--- src/shared/stb_pkg.sv ---
// Constants, types and shared functions for the split tenure bus master and its arbiter end.
// Assumes both ends run on one clock and keep identical queues of acknowledged tenures.
// Notes on behaviour
// RULE_01 - Access is address tenure plus data tenure.
// RULE_02 - Tenures independent; data may overlap address.
// RULE_03 - Single beat 64 bits; burst four beats.
// RULE_04 - Narrow 32-bit mode bursts use eight beats.
// RULE_05 - Slave terminates each beat; last ends tenure.
// RULE_06 - Address acknowledge either completes or forces retry.
// RULE_07 - Address-only transactions carry no data tenure.
// RULE_08 - Data tenures follow own address order.
// RULE_09 - Write priority lets pending write go first.
// RULE_10 - Data order follows address order otherwise.
// RULE_11 - Busy lines driven only while owning bus. In stream mode the master drives data busy in every cycle.
// RULE_12 - Request asserted while address bus wanted.
// RULE_13 - Address busy asserted after qualified grant.
// RULE_14 - Data busy asserted after qualified data grant.
// RULE_15 - Streaming mode drives data busy as output.
// RULE_16 - Request and grants are per master lines.
// RULE_17 - Arbiter grants next address before data ends.
// RULE_18 - Outstanding transactions limited to configured depth.
// RULE_19 - Everything sampled and driven on rising edge.
// RULE_20 - Arbitration and busy lines are active low.
// RULE_21 - Address busy negated one cycle after acknowledge.
// RULE_22 - Arbiter allows one address bus owner.
// RULE_23 - One data grant, in acknowledged order.
package stb_pkg;
   localparam int ADDR_W        = 32;
   localparam int DATA_W        = 64;
   localparam int FIFO_DEPTH    = 16;
   localparam int LEVEL_W       = 5;
   localparam int QUEUE_DEPTH   = 3;
   localparam int BEAT_W        = 4;
   localparam logic [BEAT_W-1:0] BEATS_SINGLE = 4'h1;
   localparam logic [BEAT_W-1:0] BEATS_WIDE   = 4'h4;
   localparam logic [BEAT_W-1:0] BEATS_NARROW = 4'h8;
   localparam logic [1:0] LIMIT_SHALLOW = 2'h2;
   localparam logic [1:0] LIMIT_DEEP    = 2'h3;

   typedef enum logic [1:0] {
      STB_READ      = 2'h0,
      STB_WRITE     = 2'h1,
      STB_ADDR_ONLY = 2'h2
   } stb_kind_type;

   typedef struct packed {
      logic write;
      logic burst;
   } stb_entry_type;

   typedef stb_entry_type [QUEUE_DEPTH-1:0] stb_queue_type;

   // Oldest entry, or with write priority the oldest write behind a leading read.
   function automatic logic [1:0] stb_pick(stb_queue_type q, logic [1:0] cnt, logic ahead);
      logic [1:0] idx;
      idx = 2'h0;
      if (ahead && !q[0].write) begin // RULE_09
         for (int i = QUEUE_DEPTH - 1; i > 0; i--) begin
            if (2'(i) < cnt && q[i].write) begin
               idx = 2'(i);
            end
         end
      end
      return idx;
   endfunction

   function automatic logic [BEAT_W-1:0] stb_beats(logic burst, logic narrow);
      return !burst ? BEATS_SINGLE : (narrow ? BEATS_NARROW : BEATS_WIDE); // RULE_03 RULE_04
   endfunction

   function automatic stb_queue_type stb_remove(stb_queue_type q, logic [1:0] idx);
      stb_queue_type r;
      r = q;
      for (int i = 0; i < QUEUE_DEPTH - 1; i++) begin
         if (2'(i) >= idx) begin
            r[i] = q[i+1];
         end
      end
      return r;
   endfunction
endpackage

--- src/shared/stb_if.sv ---
// Bus lines between one master and the central arbiter with its slave.
// Assumes pull-ups: a busy line reads negated unless its owner drives it low.
`timescale 1ns/10ps
`default_nettype none
interface stb_if;
   import stb_pkg::*;
   logic                address_bus_request_n;
   logic                address_bus_grant_n;
   logic                address_bus_busy_o;
   logic                address_bus_busy_oe;
   logic                address_bus_busy_n;
   logic                data_bus_grant_n;
   logic                write_ahead_priority_n;
   logic                data_bus_busy_o;
   logic                data_bus_busy_oe;
   logic                data_bus_busy_n;
   logic                transfer_start_n;
   logic                address_acknowledge_n;
   logic                address_retry_n;
   logic                data_termination_n;
   stb_kind_type        transfer_kind;
   logic                transfer_burst;
   logic [ADDR_W-1:0]   transfer_addr;
   logic [DATA_W-1:0]   data_wr;
   logic [DATA_W-1:0]   data_rd;

   // Pull-up resolution of the shared busy lines.
   assign address_bus_busy_n = !(address_bus_busy_oe && !address_bus_busy_o);
   assign data_bus_busy_n    = !(data_bus_busy_oe && !data_bus_busy_o);

   modport master (
      output address_bus_request_n, address_bus_busy_o, address_bus_busy_oe,
      output data_bus_busy_o, data_bus_busy_oe, transfer_start_n,
      output transfer_kind, transfer_burst, transfer_addr, data_wr,
      input  address_bus_grant_n, address_bus_busy_n, data_bus_grant_n,
      input  write_ahead_priority_n, data_bus_busy_n, address_acknowledge_n,
      input  address_retry_n, data_termination_n, data_rd
   );
   modport arbiter (
      input  address_bus_request_n, address_bus_busy_n, data_bus_busy_n,
      input  transfer_start_n, transfer_kind, transfer_burst, transfer_addr, data_wr,
      output address_bus_grant_n, data_bus_grant_n, write_ahead_priority_n,
      output address_acknowledge_n, address_retry_n, data_termination_n, data_rd
   );
endinterface
`default_nettype wire

--- src/logic/stb_master.sv ---
// Bus master end: request FIFO for write data, address tenure and data tenure engines.
// Assumes the arbiter end on the same clock; no synchronisers on its lines.
`timescale 1ns/10ps
`default_nettype none
module stb_fifo
   import stb_pkg::*;
#(
   parameter int WIDTH = DATA_W,
   parameter int DEPTH = FIFO_DEPTH
)
(
   input  wire logic             clk,
   input  wire logic             sys_rst,
   input  wire logic             clk_en,
   input  wire logic             in_valid,
   output logic                  in_ready,
   input  wire logic [WIDTH-1:0] in_data,
   output logic                  out_valid,
   input  wire logic             out_ready,
   output logic [WIDTH-1:0]      out_data,
   output logic [$clog2(DEPTH):0] level
);
   localparam int PTR_W = $clog2(DEPTH);
   logic [WIDTH-1:0] mem_ff [DEPTH];
   logic [PTR_W-1:0] wr_ptr_ff;
   logic [PTR_W-1:0] rd_ptr_ff;
   logic [PTR_W:0]   level_ff;
   logic [PTR_W-1:0] nxt_wr_ptr;
   logic [PTR_W-1:0] nxt_rd_ptr;
   logic [PTR_W:0]   nxt_level;
   logic             push;
   logic             pop;

   assign in_ready  = level_ff != (PTR_W+1)'(DEPTH);
   assign out_valid = level_ff != '0;
   assign out_data  = mem_ff[rd_ptr_ff];
   assign level     = level_ff;
   assign push      = in_valid && in_ready;
   assign pop       = out_valid && out_ready;

   always_comb begin
      nxt_wr_ptr = push ? wr_ptr_ff + 1'b1 : wr_ptr_ff;
      nxt_rd_ptr = pop ? rd_ptr_ff + 1'b1 : rd_ptr_ff;
      nxt_level  = level_ff + (PTR_W+1)'(push) - (PTR_W+1)'(pop);
   end

   always_ff @(posedge clk or posedge sys_rst) begin
      if (sys_rst) begin
         wr_ptr_ff <= '0;
         rd_ptr_ff <= '0;
         level_ff  <= '0;
      end else if (clk_en) begin
         wr_ptr_ff <= nxt_wr_ptr;
         rd_ptr_ff <= nxt_rd_ptr;
         level_ff  <= nxt_level;
      end
   end

   always_ff @(posedge clk) begin
      if (clk_en && push) begin
         mem_ff[wr_ptr_ff] <= in_data;
      end
   end
endmodule // stb_fifo

module stb_master
   import stb_pkg::*;
(
   input  wire logic              clk,
   input  wire logic              sys_rst,
   input  wire logic              clk_en,
   stb_if.master                  bus,
   input  wire logic              req_valid,
   output logic                   req_ready,
   input  wire stb_kind_type      req_kind,
   input  wire logic              req_burst,
   input  wire logic [ADDR_W-1:0] req_addr,
   input  wire logic              wr_valid,
   output logic                   wr_ready,
   input  wire logic [DATA_W-1:0] wr_data,
   output logic                   rd_valid,
   output logic [DATA_W-1:0]      rd_data,
   output logic                   rd_last,
   input  wire logic              narrow_mode,
   input  wire logic              deep_pipe,
   input  wire logic              stream_mode
);
   typedef enum logic [3:0] {
      A_IDLE = 4'h1,
      A_REQ  = 4'h2,
      A_OWN  = 4'h4,
      A_GAP  = 4'h8
   } stb_astate_type;

   typedef enum logic [2:0] {
      D_IDLE = 3'h1,
      D_WAIT = 3'h2,
      D_XFER = 3'h4
   } stb_dstate_type;

   stb_astate_type     a_state_ff;
   stb_astate_type     nxt_a_state;
   stb_kind_type       kind_ff;
   stb_kind_type       nxt_kind;
   logic               burst_ff;
   logic               nxt_burst;
   logic [ADDR_W-1:0]  addr_ff;
   logic [ADDR_W-1:0]  nxt_addr;
   logic               ts_ff;
   logic               nxt_ts;
   logic               retry_ff;
   logic               nxt_retry;
   logic               push;
   stb_dstate_type     d_state_ff;
   stb_dstate_type     nxt_d_state;
   stb_queue_type      q_ff;
   stb_queue_type      nxt_q;
   logic [1:0]         q_cnt_ff;
   logic [1:0]         nxt_q_cnt;
   logic [1:0]         sel_ff;
   logic [1:0]         nxt_sel;
   logic [BEAT_W-1:0]  beat_ff;
   logic [BEAT_W-1:0]  nxt_beat;
   logic               rd_valid_ff;
   logic               nxt_rd_valid;
   logic [DATA_W-1:0]  rd_data_ff;
   logic [DATA_W-1:0]  nxt_rd_data;
   logic               rd_last_ff;
   logic               nxt_rd_last;
   logic [1:0]         pick;
   logic [BEAT_W-1:0]  pick_beats;
   logic               data_grant_ok;
   logic               term;
   logic               fifo_pop;
   logic [LEVEL_W-1:0] fifo_level;

   stb_fifo #(
      .WIDTH (DATA_W),
      .DEPTH (FIFO_DEPTH)
   ) u_wr_fifo (
      .clk       (clk),
      .sys_rst   (sys_rst),
      .clk_en    (clk_en),
      .in_valid  (wr_valid),
      .in_ready  (wr_ready),
      .in_data   (wr_data),
      .out_valid (),
      .out_ready (fifo_pop),
      .out_data  (bus.data_wr),
      .level     (fifo_level)
   );

   assign req_ready = (a_state_ff == A_IDLE) &&
                      (q_cnt_ff < (deep_pipe ? LIMIT_DEEP : LIMIT_SHALLOW)); // RULE_18
   assign bus.address_bus_request_n = !(a_state_ff == A_REQ); // RULE_12 RULE_20
   assign bus.address_bus_busy_oe   = a_state_ff == A_OWN; // RULE_11
   assign bus.address_bus_busy_o    = 1'b0;
   assign bus.transfer_start_n      = !ts_ff;
   assign bus.transfer_kind         = kind_ff;
   assign bus.transfer_burst        = burst_ff;
   assign bus.transfer_addr         = addr_ff;

   always_comb begin
      nxt_a_state = a_state_ff;
      nxt_kind    = kind_ff;
      nxt_burst   = burst_ff;
      nxt_addr    = addr_ff;
      nxt_ts      = 1'b0;
      nxt_retry   = retry_ff;
      push        = 1'b0;
      unique case (a_state_ff)
         A_IDLE: if (req_valid && req_ready) begin
            nxt_a_state = A_REQ;
            nxt_kind    = req_kind;
            nxt_burst   = req_burst && req_kind != STB_ADDR_ONLY;
            nxt_addr    = req_addr;
         end
         A_REQ: if (!bus.address_bus_grant_n && bus.address_bus_busy_n) begin // RULE_13
            nxt_a_state = A_OWN;
            nxt_ts      = 1'b1;
         end
         A_OWN: if (!bus.address_acknowledge_n) begin // RULE_06
            nxt_a_state = A_GAP;
            nxt_retry   = !bus.address_retry_n;
            push        = bus.address_retry_n && kind_ff != STB_ADDR_ONLY; // RULE_07 RULE_01
         end
         A_GAP: nxt_a_state = retry_ff ? A_REQ : A_IDLE; // RULE_21
      endcase
   end

   always_ff @(posedge clk or posedge sys_rst) begin // RULE_19
      if (sys_rst) begin
         a_state_ff <= A_IDLE;
         kind_ff    <= STB_READ;
         burst_ff   <= 1'b0;
         addr_ff    <= '0;
         ts_ff      <= 1'b0;
         retry_ff   <= 1'b0;
      end else if (clk_en) begin
         a_state_ff <= nxt_a_state;
         kind_ff    <= nxt_kind;
         burst_ff   <= nxt_burst;
         addr_ff    <= nxt_addr;
         ts_ff      <= nxt_ts;
         retry_ff   <= nxt_retry;
      end
   end

   assign term          = !bus.data_termination_n;
   assign pick          = stb_pick(q_ff, q_cnt_ff, !bus.write_ahead_priority_n); // RULE_09
   assign pick_beats    = stb_beats(q_ff[pick].burst, narrow_mode);
   assign data_grant_ok = !bus.data_bus_grant_n && (stream_mode || bus.data_bus_busy_n); // RULE_14
   assign fifo_pop      = d_state_ff == D_XFER && q_ff[sel_ff].write && term;
   assign bus.data_bus_busy_oe = stream_mode || d_state_ff == D_XFER; // RULE_15 RULE_11
   assign bus.data_bus_busy_o  = !(d_state_ff == D_XFER);
   assign rd_valid = rd_valid_ff;
   assign rd_data  = rd_data_ff;
   assign rd_last  = rd_last_ff;

   // The data engine runs beside the address engine, so tenures overlap.
   always_comb begin // RULE_02
      nxt_d_state  = d_state_ff;
      nxt_q        = q_ff;
      nxt_q_cnt    = q_cnt_ff;
      nxt_sel      = sel_ff;
      nxt_beat     = beat_ff;
      nxt_rd_valid = 1'b0;
      nxt_rd_data  = rd_data_ff;
      nxt_rd_last  = 1'b0;
      unique case (d_state_ff)
         D_IDLE: if (q_cnt_ff != 2'h0) begin
            nxt_d_state = D_WAIT;
         end
         D_WAIT: if (data_grant_ok &&
                     (!q_ff[pick].write || fifo_level >= LEVEL_W'(pick_beats))) begin
            nxt_d_state = D_XFER;
            nxt_sel     = pick; // RULE_10 RULE_08
            nxt_beat    = pick_beats;
         end
         D_XFER: if (term) begin // RULE_05
            nxt_beat = beat_ff - 4'h1;
            if (!q_ff[sel_ff].write) begin
               nxt_rd_valid = 1'b1;
               nxt_rd_data  = bus.data_rd;
               nxt_rd_last  = beat_ff == 4'h1;
            end
            if (beat_ff == 4'h1) begin
               nxt_d_state = D_IDLE;
               nxt_q       = stb_remove(q_ff, sel_ff);
               nxt_q_cnt   = q_cnt_ff - 2'h1;
            end
         end
      endcase
      if (push) begin
         nxt_q[nxt_q_cnt].write = kind_ff == STB_WRITE;
         nxt_q[nxt_q_cnt].burst = burst_ff;
         nxt_q_cnt              = nxt_q_cnt + 2'h1;
      end
   end

   always_ff @(posedge clk or posedge sys_rst) begin
      if (sys_rst) begin
         d_state_ff  <= D_IDLE;
         q_ff        <= '0;
         q_cnt_ff    <= 2'h0;
         sel_ff      <= 2'h0;
         beat_ff     <= '0;
         rd_valid_ff <= 1'b0;
         rd_data_ff  <= '0;
         rd_last_ff  <= 1'b0;
      end else if (clk_en) begin
         d_state_ff  <= nxt_d_state;
         q_ff        <= nxt_q;
         q_cnt_ff    <= nxt_q_cnt;
         sel_ff      <= nxt_sel;
         beat_ff     <= nxt_beat;
         rd_valid_ff <= nxt_rd_valid;
         rd_data_ff  <= nxt_rd_data;
         rd_last_ff  <= nxt_rd_last;
      end
   end
endmodule // stb_master
`default_nettype wire

--- src/flat_wrapper.sv ---
// flat-port wrapper written by rule: the top's interface ports become plain ports
module stb_master_flat import stb_pkg::*;
  (clk, sys_rst, clk_en, req_valid, req_ready, req_kind, req_burst, req_addr, wr_valid, wr_ready, wr_data, rd_valid, rd_data, rd_last, narrow_mode, deep_pipe, stream_mode, bus_address_bus_request_n, bus_address_bus_busy_o, bus_address_bus_busy_oe, bus_data_bus_busy_o, bus_data_bus_busy_oe, bus_transfer_start_n, bus_transfer_kind, bus_transfer_burst, bus_transfer_addr, bus_data_wr, bus_address_bus_grant_n, bus_data_bus_grant_n, bus_write_ahead_priority_n, bus_address_acknowledge_n, bus_address_retry_n, bus_data_termination_n, bus_data_rd);
  stb_if bus_i ();
  input  wire logic clk;
  input  wire logic sys_rst;
  input  wire logic clk_en;
  input  wire logic req_valid;
  output logic req_ready;
  input  wire stb_kind_type req_kind;
  input  wire logic req_burst;
  input  wire logic [ADDR_W-1:0] req_addr;
  input  wire logic wr_valid;
  output logic wr_ready;
  input  wire logic [DATA_W-1:0] wr_data;
  output logic rd_valid;
  output logic [DATA_W-1:0] rd_data;
  output logic rd_last;
  input  wire logic narrow_mode;
  input  wire logic deep_pipe;
  input  wire logic stream_mode;
  output wire logic [$bits(bus_i.address_bus_request_n)-1:0] bus_address_bus_request_n;
  output wire logic [$bits(bus_i.address_bus_busy_o)-1:0] bus_address_bus_busy_o;
  output wire logic [$bits(bus_i.address_bus_busy_oe)-1:0] bus_address_bus_busy_oe;
  output wire logic [$bits(bus_i.data_bus_busy_o)-1:0] bus_data_bus_busy_o;
  output wire logic [$bits(bus_i.data_bus_busy_oe)-1:0] bus_data_bus_busy_oe;
  output wire logic [$bits(bus_i.transfer_start_n)-1:0] bus_transfer_start_n;
  output wire logic [$bits(bus_i.transfer_kind)-1:0] bus_transfer_kind;
  output wire logic [$bits(bus_i.transfer_burst)-1:0] bus_transfer_burst;
  output wire logic [$bits(bus_i.transfer_addr)-1:0] bus_transfer_addr;
  output wire logic [$bits(bus_i.data_wr)-1:0] bus_data_wr;
  input wire logic [$bits(bus_i.address_bus_grant_n)-1:0] bus_address_bus_grant_n;
  input wire logic [$bits(bus_i.data_bus_grant_n)-1:0] bus_data_bus_grant_n;
  input wire logic [$bits(bus_i.write_ahead_priority_n)-1:0] bus_write_ahead_priority_n;
  input wire logic [$bits(bus_i.address_acknowledge_n)-1:0] bus_address_acknowledge_n;
  input wire logic [$bits(bus_i.address_retry_n)-1:0] bus_address_retry_n;
  input wire logic [$bits(bus_i.data_termination_n)-1:0] bus_data_termination_n;
  input wire logic [$bits(bus_i.data_rd)-1:0] bus_data_rd;
  assign bus_address_bus_request_n = bus_i.address_bus_request_n;
  assign bus_address_bus_busy_o = bus_i.address_bus_busy_o;
  assign bus_address_bus_busy_oe = bus_i.address_bus_busy_oe;
  assign bus_data_bus_busy_o = bus_i.data_bus_busy_o;
  assign bus_data_bus_busy_oe = bus_i.data_bus_busy_oe;
  assign bus_transfer_start_n = bus_i.transfer_start_n;
  assign bus_transfer_kind = bus_i.transfer_kind;
  assign bus_transfer_burst = bus_i.transfer_burst;
  assign bus_transfer_addr = bus_i.transfer_addr;
  assign bus_data_wr = bus_i.data_wr;
  assign bus_i.address_bus_grant_n = bus_address_bus_grant_n;
  assign bus_i.data_bus_grant_n = bus_data_bus_grant_n;
  assign bus_i.write_ahead_priority_n = bus_write_ahead_priority_n;
  assign bus_i.address_acknowledge_n = bus_address_acknowledge_n;
  assign bus_i.address_retry_n = bus_address_retry_n;
  assign bus_i.data_termination_n = bus_data_termination_n;
  assign bus_i.data_rd = bus_data_rd;
  stb_master u_core (.clk(clk), .sys_rst(sys_rst), .clk_en(clk_en), .bus(bus_i), .req_valid(req_valid), .req_ready(req_ready), .req_kind(req_kind), .req_burst(req_burst), .req_addr(req_addr), .wr_valid(wr_valid), .wr_ready(wr_ready), .wr_data(wr_data), .rd_valid(rd_valid), .rd_data(rd_data), .rd_last(rd_last), .narrow_mode(narrow_mode), .deep_pipe(deep_pipe), .stream_mode(stream_mode));
endmodule
--- config.mk ---
export PLATFORM = sky130hd
export DESIGN_NAME = stb_master_flat
export DESIGN_NICKNAME = d
export VERILOG_FILES = /design/src/shared/stb_pkg.sv /design/src/shared/stb_if.sv /design/src/logic/stb_master.sv /design/src/flat_wrapper.sv
export SDC_FILE = /design/constraint.sdc
export NUM_CORES = 1
export LEC_CHECK = 0
export BUFFER_PORTS_ARGS = -buffer_cell sky130_fd_sc_hd__buf_2
export CAP_MARGIN = 25
export CORE_UTILIZATION = 50
export DETAILED_ROUTE_END_ITERATION = 12
export PLACE_DENSITY = 0.71
export SLEW_MARGIN = 0
export SYNTH_ARGS = -nofsm -noshare
export SYNTH_HDL_FRONTEND = slang
export SYNTH_SLANG_ARGS = --single-unit
--- constraint.sdc ---
create_clock -name clk -period 6.7 [get_ports clk]
set_clock_uncertainty 0.2 [all_clocks]
set_input_delay 1.675 -clock clk [delete_from_list [all_inputs] [get_ports clk]]
set_output_delay 1.675 -clock clk [all_outputs]
set_load 0.005 [all_outputs]
## Word level (Yosys, flattened, before mapping)

Memory sizes are Yosys's and may differ from the RTL's.
Cells that the tools add are included.

- Muxes and demuxes: 51
- Reductions and logical operators: 44
- Equal/unequal tests: 19
- Order comparisons: 10
- Bitwise gates (word level): 3
- $add $sub $neg: 7

Operators with widths:

| kind | number |
|---|---|
| 2-to-1 mux 4 bit | 10 |
| 2-to-1 mux 2 bit | 13 |
| logical AND 1 bit | 17 |
| one-hot mux 4 bit (4 select lines) | 1 |
| 2-to-1 mux 1 bit | 14 |
| bitwise mux 6 bit | 2 |
| logical NOT 1 bit | 12 |
| 2-to-1 mux 3 bit | 4 |
| != test 2 bit (second input constant) | 6 |
| AND reduction 4 bit | 3 |
| less-than comparator 2 x 3 -> 1 bit (second input constant) | 3 |
| one-hot mux 3 bit (3 select lines) | 1 |
| AND reduction 3 bit | 3 |
| adder 4 x 1 -> 4 bit (second input constant) | 2 |
| binary-select mux 2 bit (select 2 bit) | 2 |
| demux 2 bit (select 2 bit) | 2 |
| == test 4 x 1 -> 1 bit (second input constant) | 2 |
| one-hot mux 4 bit (2 select lines) | 1 |
| 2-to-1 mux 6 bit | 1 |
| != test 2 x 1 -> 1 bit (second input constant) | 3 |
| adder 5 x 1 -> 5 bit | 1 |
| >= comparator 5 x 4 -> 1 bit | 1 |
| != test 5 bit (second input constant) | 1 |
| AND reduction 5 bit | 1 |
| 21 further kinds | 28 |

- Input port bits: 177
- RAM bits: 1024
- Memories: 1
- Output and inout port bits: 173
- Register bits after elaboration: 137

Memories:

| name | depth | width | rd ports | clocked after memory_dff | wr ports | line | RTL |
|---|---|---|---|---|---|---|---|
| u_core.u_wr_fifo.mem_ff | 16 | 64 | 1 | 0 | 1 | stb_master.sv:24 | `logic [WIDTH-1:0] mem_ff [DEPTH];` |

## Longest topological paths before layout

- Word-level depth: 13
- Gate-level depth with buffers: 15
- Mapped depth without buffers: 15

## By module

Synthesis repeated with hierarchy kept, for this count alone.

- Cell total of the unflattened synthesis: 2065
- Area, all modules: 44712.9 sq um

Modules (own cells, without submodules):

| module | cells each | area each (sq um) | instances |
|---|---|---|---|
| stb_fifo | 1666 | 39105.0 | 1 |
| stb_master | 397 | 5595.4 | 1 |
| stb_master_flat | 2 | 12.5 | 1 |

## Worst setup path before layout

No wires, ideal clock.

- Path type: in2reg
- From: input clk_en
- To: memory u_core.u_wr_fifo.mem_ff[3][0] (netlist bit), enable pin
- Required time: 5.936 ns
- Setup time: 0.564 ns
- Setup slack: -0.816 ns
- Stages: 4
- Data arrival time: 6.752 ns
- Path through: clkinv_1 > nor2_1 > nand2_1 > nor3_1

- Cells in the longest elaborated chain, start to end: 3

RTL lines:

| element | line | RTL |
|---|---|---|
| start, declared | flat_wrapper.sv:7 | `input wire logic clk_en;` |
| logical AND 1 bit | stb_master.sv:60 | `if (clk_en && push) begin` |
| 2-to-1 mux 1 bit | stb_master.sv:60 |  |
| 2-to-1 mux 1 bit (implied by the code) | stb_master.sv:61 | `mem_ff[wr_ptr_ff] <= in_data;` |
| end, declared | stb_master.sv:24 |  |

No other way between the ends.

## Worst setup path after layout

- From: register u_core.u_wr_fifo.rd_ptr_ff[0]
- To: output bus_data_wr[51]

- Cells in the longest elaborated chain, start to end: 1

RTL lines:

| element | line | RTL |
|---|---|---|
| start, declared | stb_master.sv:26 | `logic [PTR_W-1:0] rd_ptr_ff;` |
| start signal, assigned | stb_master.sv:54 | `rd_ptr_ff <= nxt_rd_ptr;` |
| memory (16 x 64 bit) | - |  |
| end, declared | flat_wrapper.sv:31 | `output wire logic [$bits(bus_i.data_wr)-1:0] bus_data_wr;` |

No other way between the ends.

==> flow_summary.toml <==
[run_status]
status = "finished clean"

[timing]
min_period_over_period_pct = 80.8
tightest_slew_ps = 980
finalSetupTns_ps = 0
setup_slack_ps = 1290
max_freq_mhz = 185
rsz0062_at_grt = "false"
setup_violations = 0
slew_violations = 0
min_period_ps = 5410
holdWs_ps = 303
report.final.hold_viol_count = 0
slew_headroom_pct = 34.6

[finish]
nNetsFinal = 2518
nFillCells = 6153
final_common_cell = "edfxtp_1"
final_layout_size_suffix_gt1_share_pct = 41.3
mostFrequentLayoutCells = "edfxtp_1, buf_2, mux4_2, dfrtp_1, clkbuf_16"
stdcell_count = 3584
syn_to_final_growth_pct = 16.0

[clock_network]
clk_path_buf_depth = 3
clk_pin_slew_worst_paths_ps = 60
postCtsHoldBufs = 0
post_cts_resized = 0
clk_latency_ps = 690
clockRootBuffer = "clkbuf_16"
htreeDepth = 3
numCtsBuffers = 111
post_cts_buffers = 0
cts.sink_count = 1161
cts_tree = "done"

[min_path]
min_path_type = "reg2reg"

[power]
power_leakage_nw = 17.4
switchingPower_mw = 5.04
p_sw_share_pct = 26.3
power_density_nw_per_um2 = 371
comb_power_share_pct = 21.8
seqPwrFrac_pct = 46.2
p_clk_share_pct = 32.0
p_int_mw = 14.1
vdd_drop_max_mv = 0.282

[logic_synthesis]
synth_cell_types = 62
dominantRegCellSynth = "edfxtp_1"
ys_seq_elements = 1161
avgSynthCellArea_um2 = 23.3
netlist_instances = 1909
syn_area_um2 = 44500
synth_edf_count = 1024
yosys_warnings = 0
seq_area_frac_synth_pct = 76.9
synth_nets = 2107
async_reset_ff_share_pct = 11.8

[global_routing]
overflow = 0
grt_first_pass_wirelength_um = 144000
grt_pass1_vias = 22500
grt_max_degree = 80
grtUsageTotal_pct = 21.8
antenna_found_initial = 14

[detailed_routing]
dr.pass1.iters = 5
drtAntennaViolNets = 0
wire_per_inst_um = 26.9
postRouteWirelength_um = 96300
viasPerCell = 5.85
drc = 0
routed-via-count = 21000
drtIter0Drc = 1537

[place]
placedCellCount = 3372
port_buffers = 348
dpl.hpwl_um = 54800
place.gp.congestion = 0.876
place_ws_ps = 1670

[floorplan]
io_pins = 350
die_h_um = 300
core_um2 = 88200
die_width_um = 300
start_util_pct = 50.4
num_rows = 109
die_area_um2 = 90100

[critical_path]
cpMostUsedCell = "mux4_2"
slowest_stage = "dfrtp_4"
setup.worst_path.start_class = "flop"
cp.arrival_ps = 3540
required_ps = 4830
critical_path.max_stage_delay_ps = 980
critPathBufInv = 2
critPathCaptureType = "output port"
worstPathMaxFanout = 41
crit_type = "reg2out"
cp_top_family = "multiplexers"
worstPathCellList = "buf_4 > mux4_2 > mux4_2 > buf_2"

[flow_run]
maxCapViolCount = 0
==> logic make-up (layout without fill, tap and decap cells) <==
| kind of cell | count (synthesis) | after routing | share of synthesized area [%] |
|---|---|---|---|
| AO/OA/AOI/OAI | 63 | 63 | 0.954 |
| XOR/XNOR | 13 | 13 | 0.256 |
| adder cells (fa/ha/maj) | 21 | 21 | 0.608 |
| buffers and inverters | 116 | 620 | 1.11 |
| flip-flops | 1161 | 1161 | 76.9 |
| multiplexers | 428 | 428 | 18.9 |
| other | 1 | 7 | 0.00843 |
| AND/OR/NAND/NOR | 106 | 106 | 1.26 |
==> worst reg2reg max path: stages (launching register included) <==
cell and delay (ps):
dfrtp_1 420, inv_1 90, ha_1 200, nand3_1 160, nand2_1 160, nor2_1 480, nand2_1 420, nor2_4 630
buf_12 430
==> worst paths after layout <==
check                                                          start                                   endpoint  slack [ps]  cells after the start
max                        u_core.u_wr_fifo.rd_ptr_ff[0]$_DFFE_PP0P_                            bus_data_wr[51]        1290                      4
min                                   u_core.rd_data[33]$_DFFE_PP0P_             u_core.rd_data[33]$_DFFE_PP0P_         300                      1
max reg2reg                    u_core.u_wr_fifo.level[3]$_DFFE_PP0P_  u_core.u_wr_fifo.mem_ff[11][29]$_DFFE_PP_        3080                      8
min reg2reg                           u_core.rd_data[33]$_DFFE_PP0P_             u_core.rd_data[33]$_DFFE_PP0P_         300                      1
max in group asynchronous                                    sys_rst   u_core.bus.transfer_addr[13]$_DFFE_PP0P_        4110                      3
min in group asynchronous                                    sys_rst             u_core.rd_data[49]$_DFFE_PP0P_         900                      2
==> through the flow <==
stage | utilization (%) | cell area, um^2 | power, mW
floorplan | - | 44500 | 11.7
global placement | 54.3 | 47900 | 13.1
detailed placement | 54.4 | 48000 | 13.3
CTS | 58.4 | 51500 | 19.4
global route | 58.4 | 51600 | 19.9
finish | 58.4 | 51600 | 19.1
==> cell type report <==
type	instances	area [um^2]	area share [%]
Sequential cell	1161	34200	66.3
Multi-Input combinational cell	632	9930	19.3
Clock buffer	146	2930	5.68
Timing Repair Buffer	388	2280	4.43
Tap cell	1165	1460	2.83
Clock inverter	60	651	1.26
Inverter	26	105	0.204
Antenna cell	6	15.0	0.0291
==> power by group through the flow <==
| stage | Clock [mW] | Combinational (mW) | Sequential, mW |
|---|---|---|---|
| 2_1_floorplan | 0 | 2.93 | 8.79 |
| 3_3_place_gp | 0 | 4.17 | 8.96 |
| 3_5_place_dp | 0 | 4.26 | 8.99 |
| 4_1_cts | 6.24 | 4.29 | 8.86 |
| 5_1_grt | 6.53 | 4.50 | 8.91 |
| 6_report | 6.12 | 4.18 | 8.85 |
==> registers in the layout (all words and copies together), names as in the netlist, 2 cells and up, named ones only <==
| name | flops |
|---|---|
| u_core.u_wr_fifo.level | 5 |
| u_core.bus.transfer_kind | 2 |
| u_core.a_state_ff | 4 |
| u_core.d_state_ff | 3 |
| u_core.beat_ff | 4 |
| u_core.q_ff | 4 |
| u_core.sel_ff | 2 |
| u_core.rd_data | 64 |
| u_core.q_cnt_ff | 2 |
| u_core.bus.transfer_addr | 32 |
| u_core.u_wr_fifo.mem_ff | 1024 |
| u_core.u_wr_fifo.rd_ptr_ff | 4 |
| u_core.u_wr_fifo.wr_ptr_ff | 4 |
==> metal layers <==
metal	GRT usage, %	share of wire, %
met1	28.2	39
met2	37.3	52
met3	4.63	6.7
met4	6.13	2.4
met5	0	0.065
==> cells in the mapped netlist, drive strengths merged, types with 4 or more instances <==
cell type,count,area (um^2)
edfxtp,1024,30700
mux4,320,7210
dfrtp,135,3380
mux2,105,1180
buf,46,228
clkbuf,44,165
nor2,32,120
inv,25,96.4
nand2,24,90.1
ha,20,250
a21oi,16,80.1
o21ai,15,75.1
xnor2,12,105
nand2b,7,43.8
a21o,6,45.0
nor3,6,30.0
nand3,5,25.0
o22ai,5,31.3
nor2b,4,32.5
nor4b,4,41.3
(Power assumes the default switching activity.)
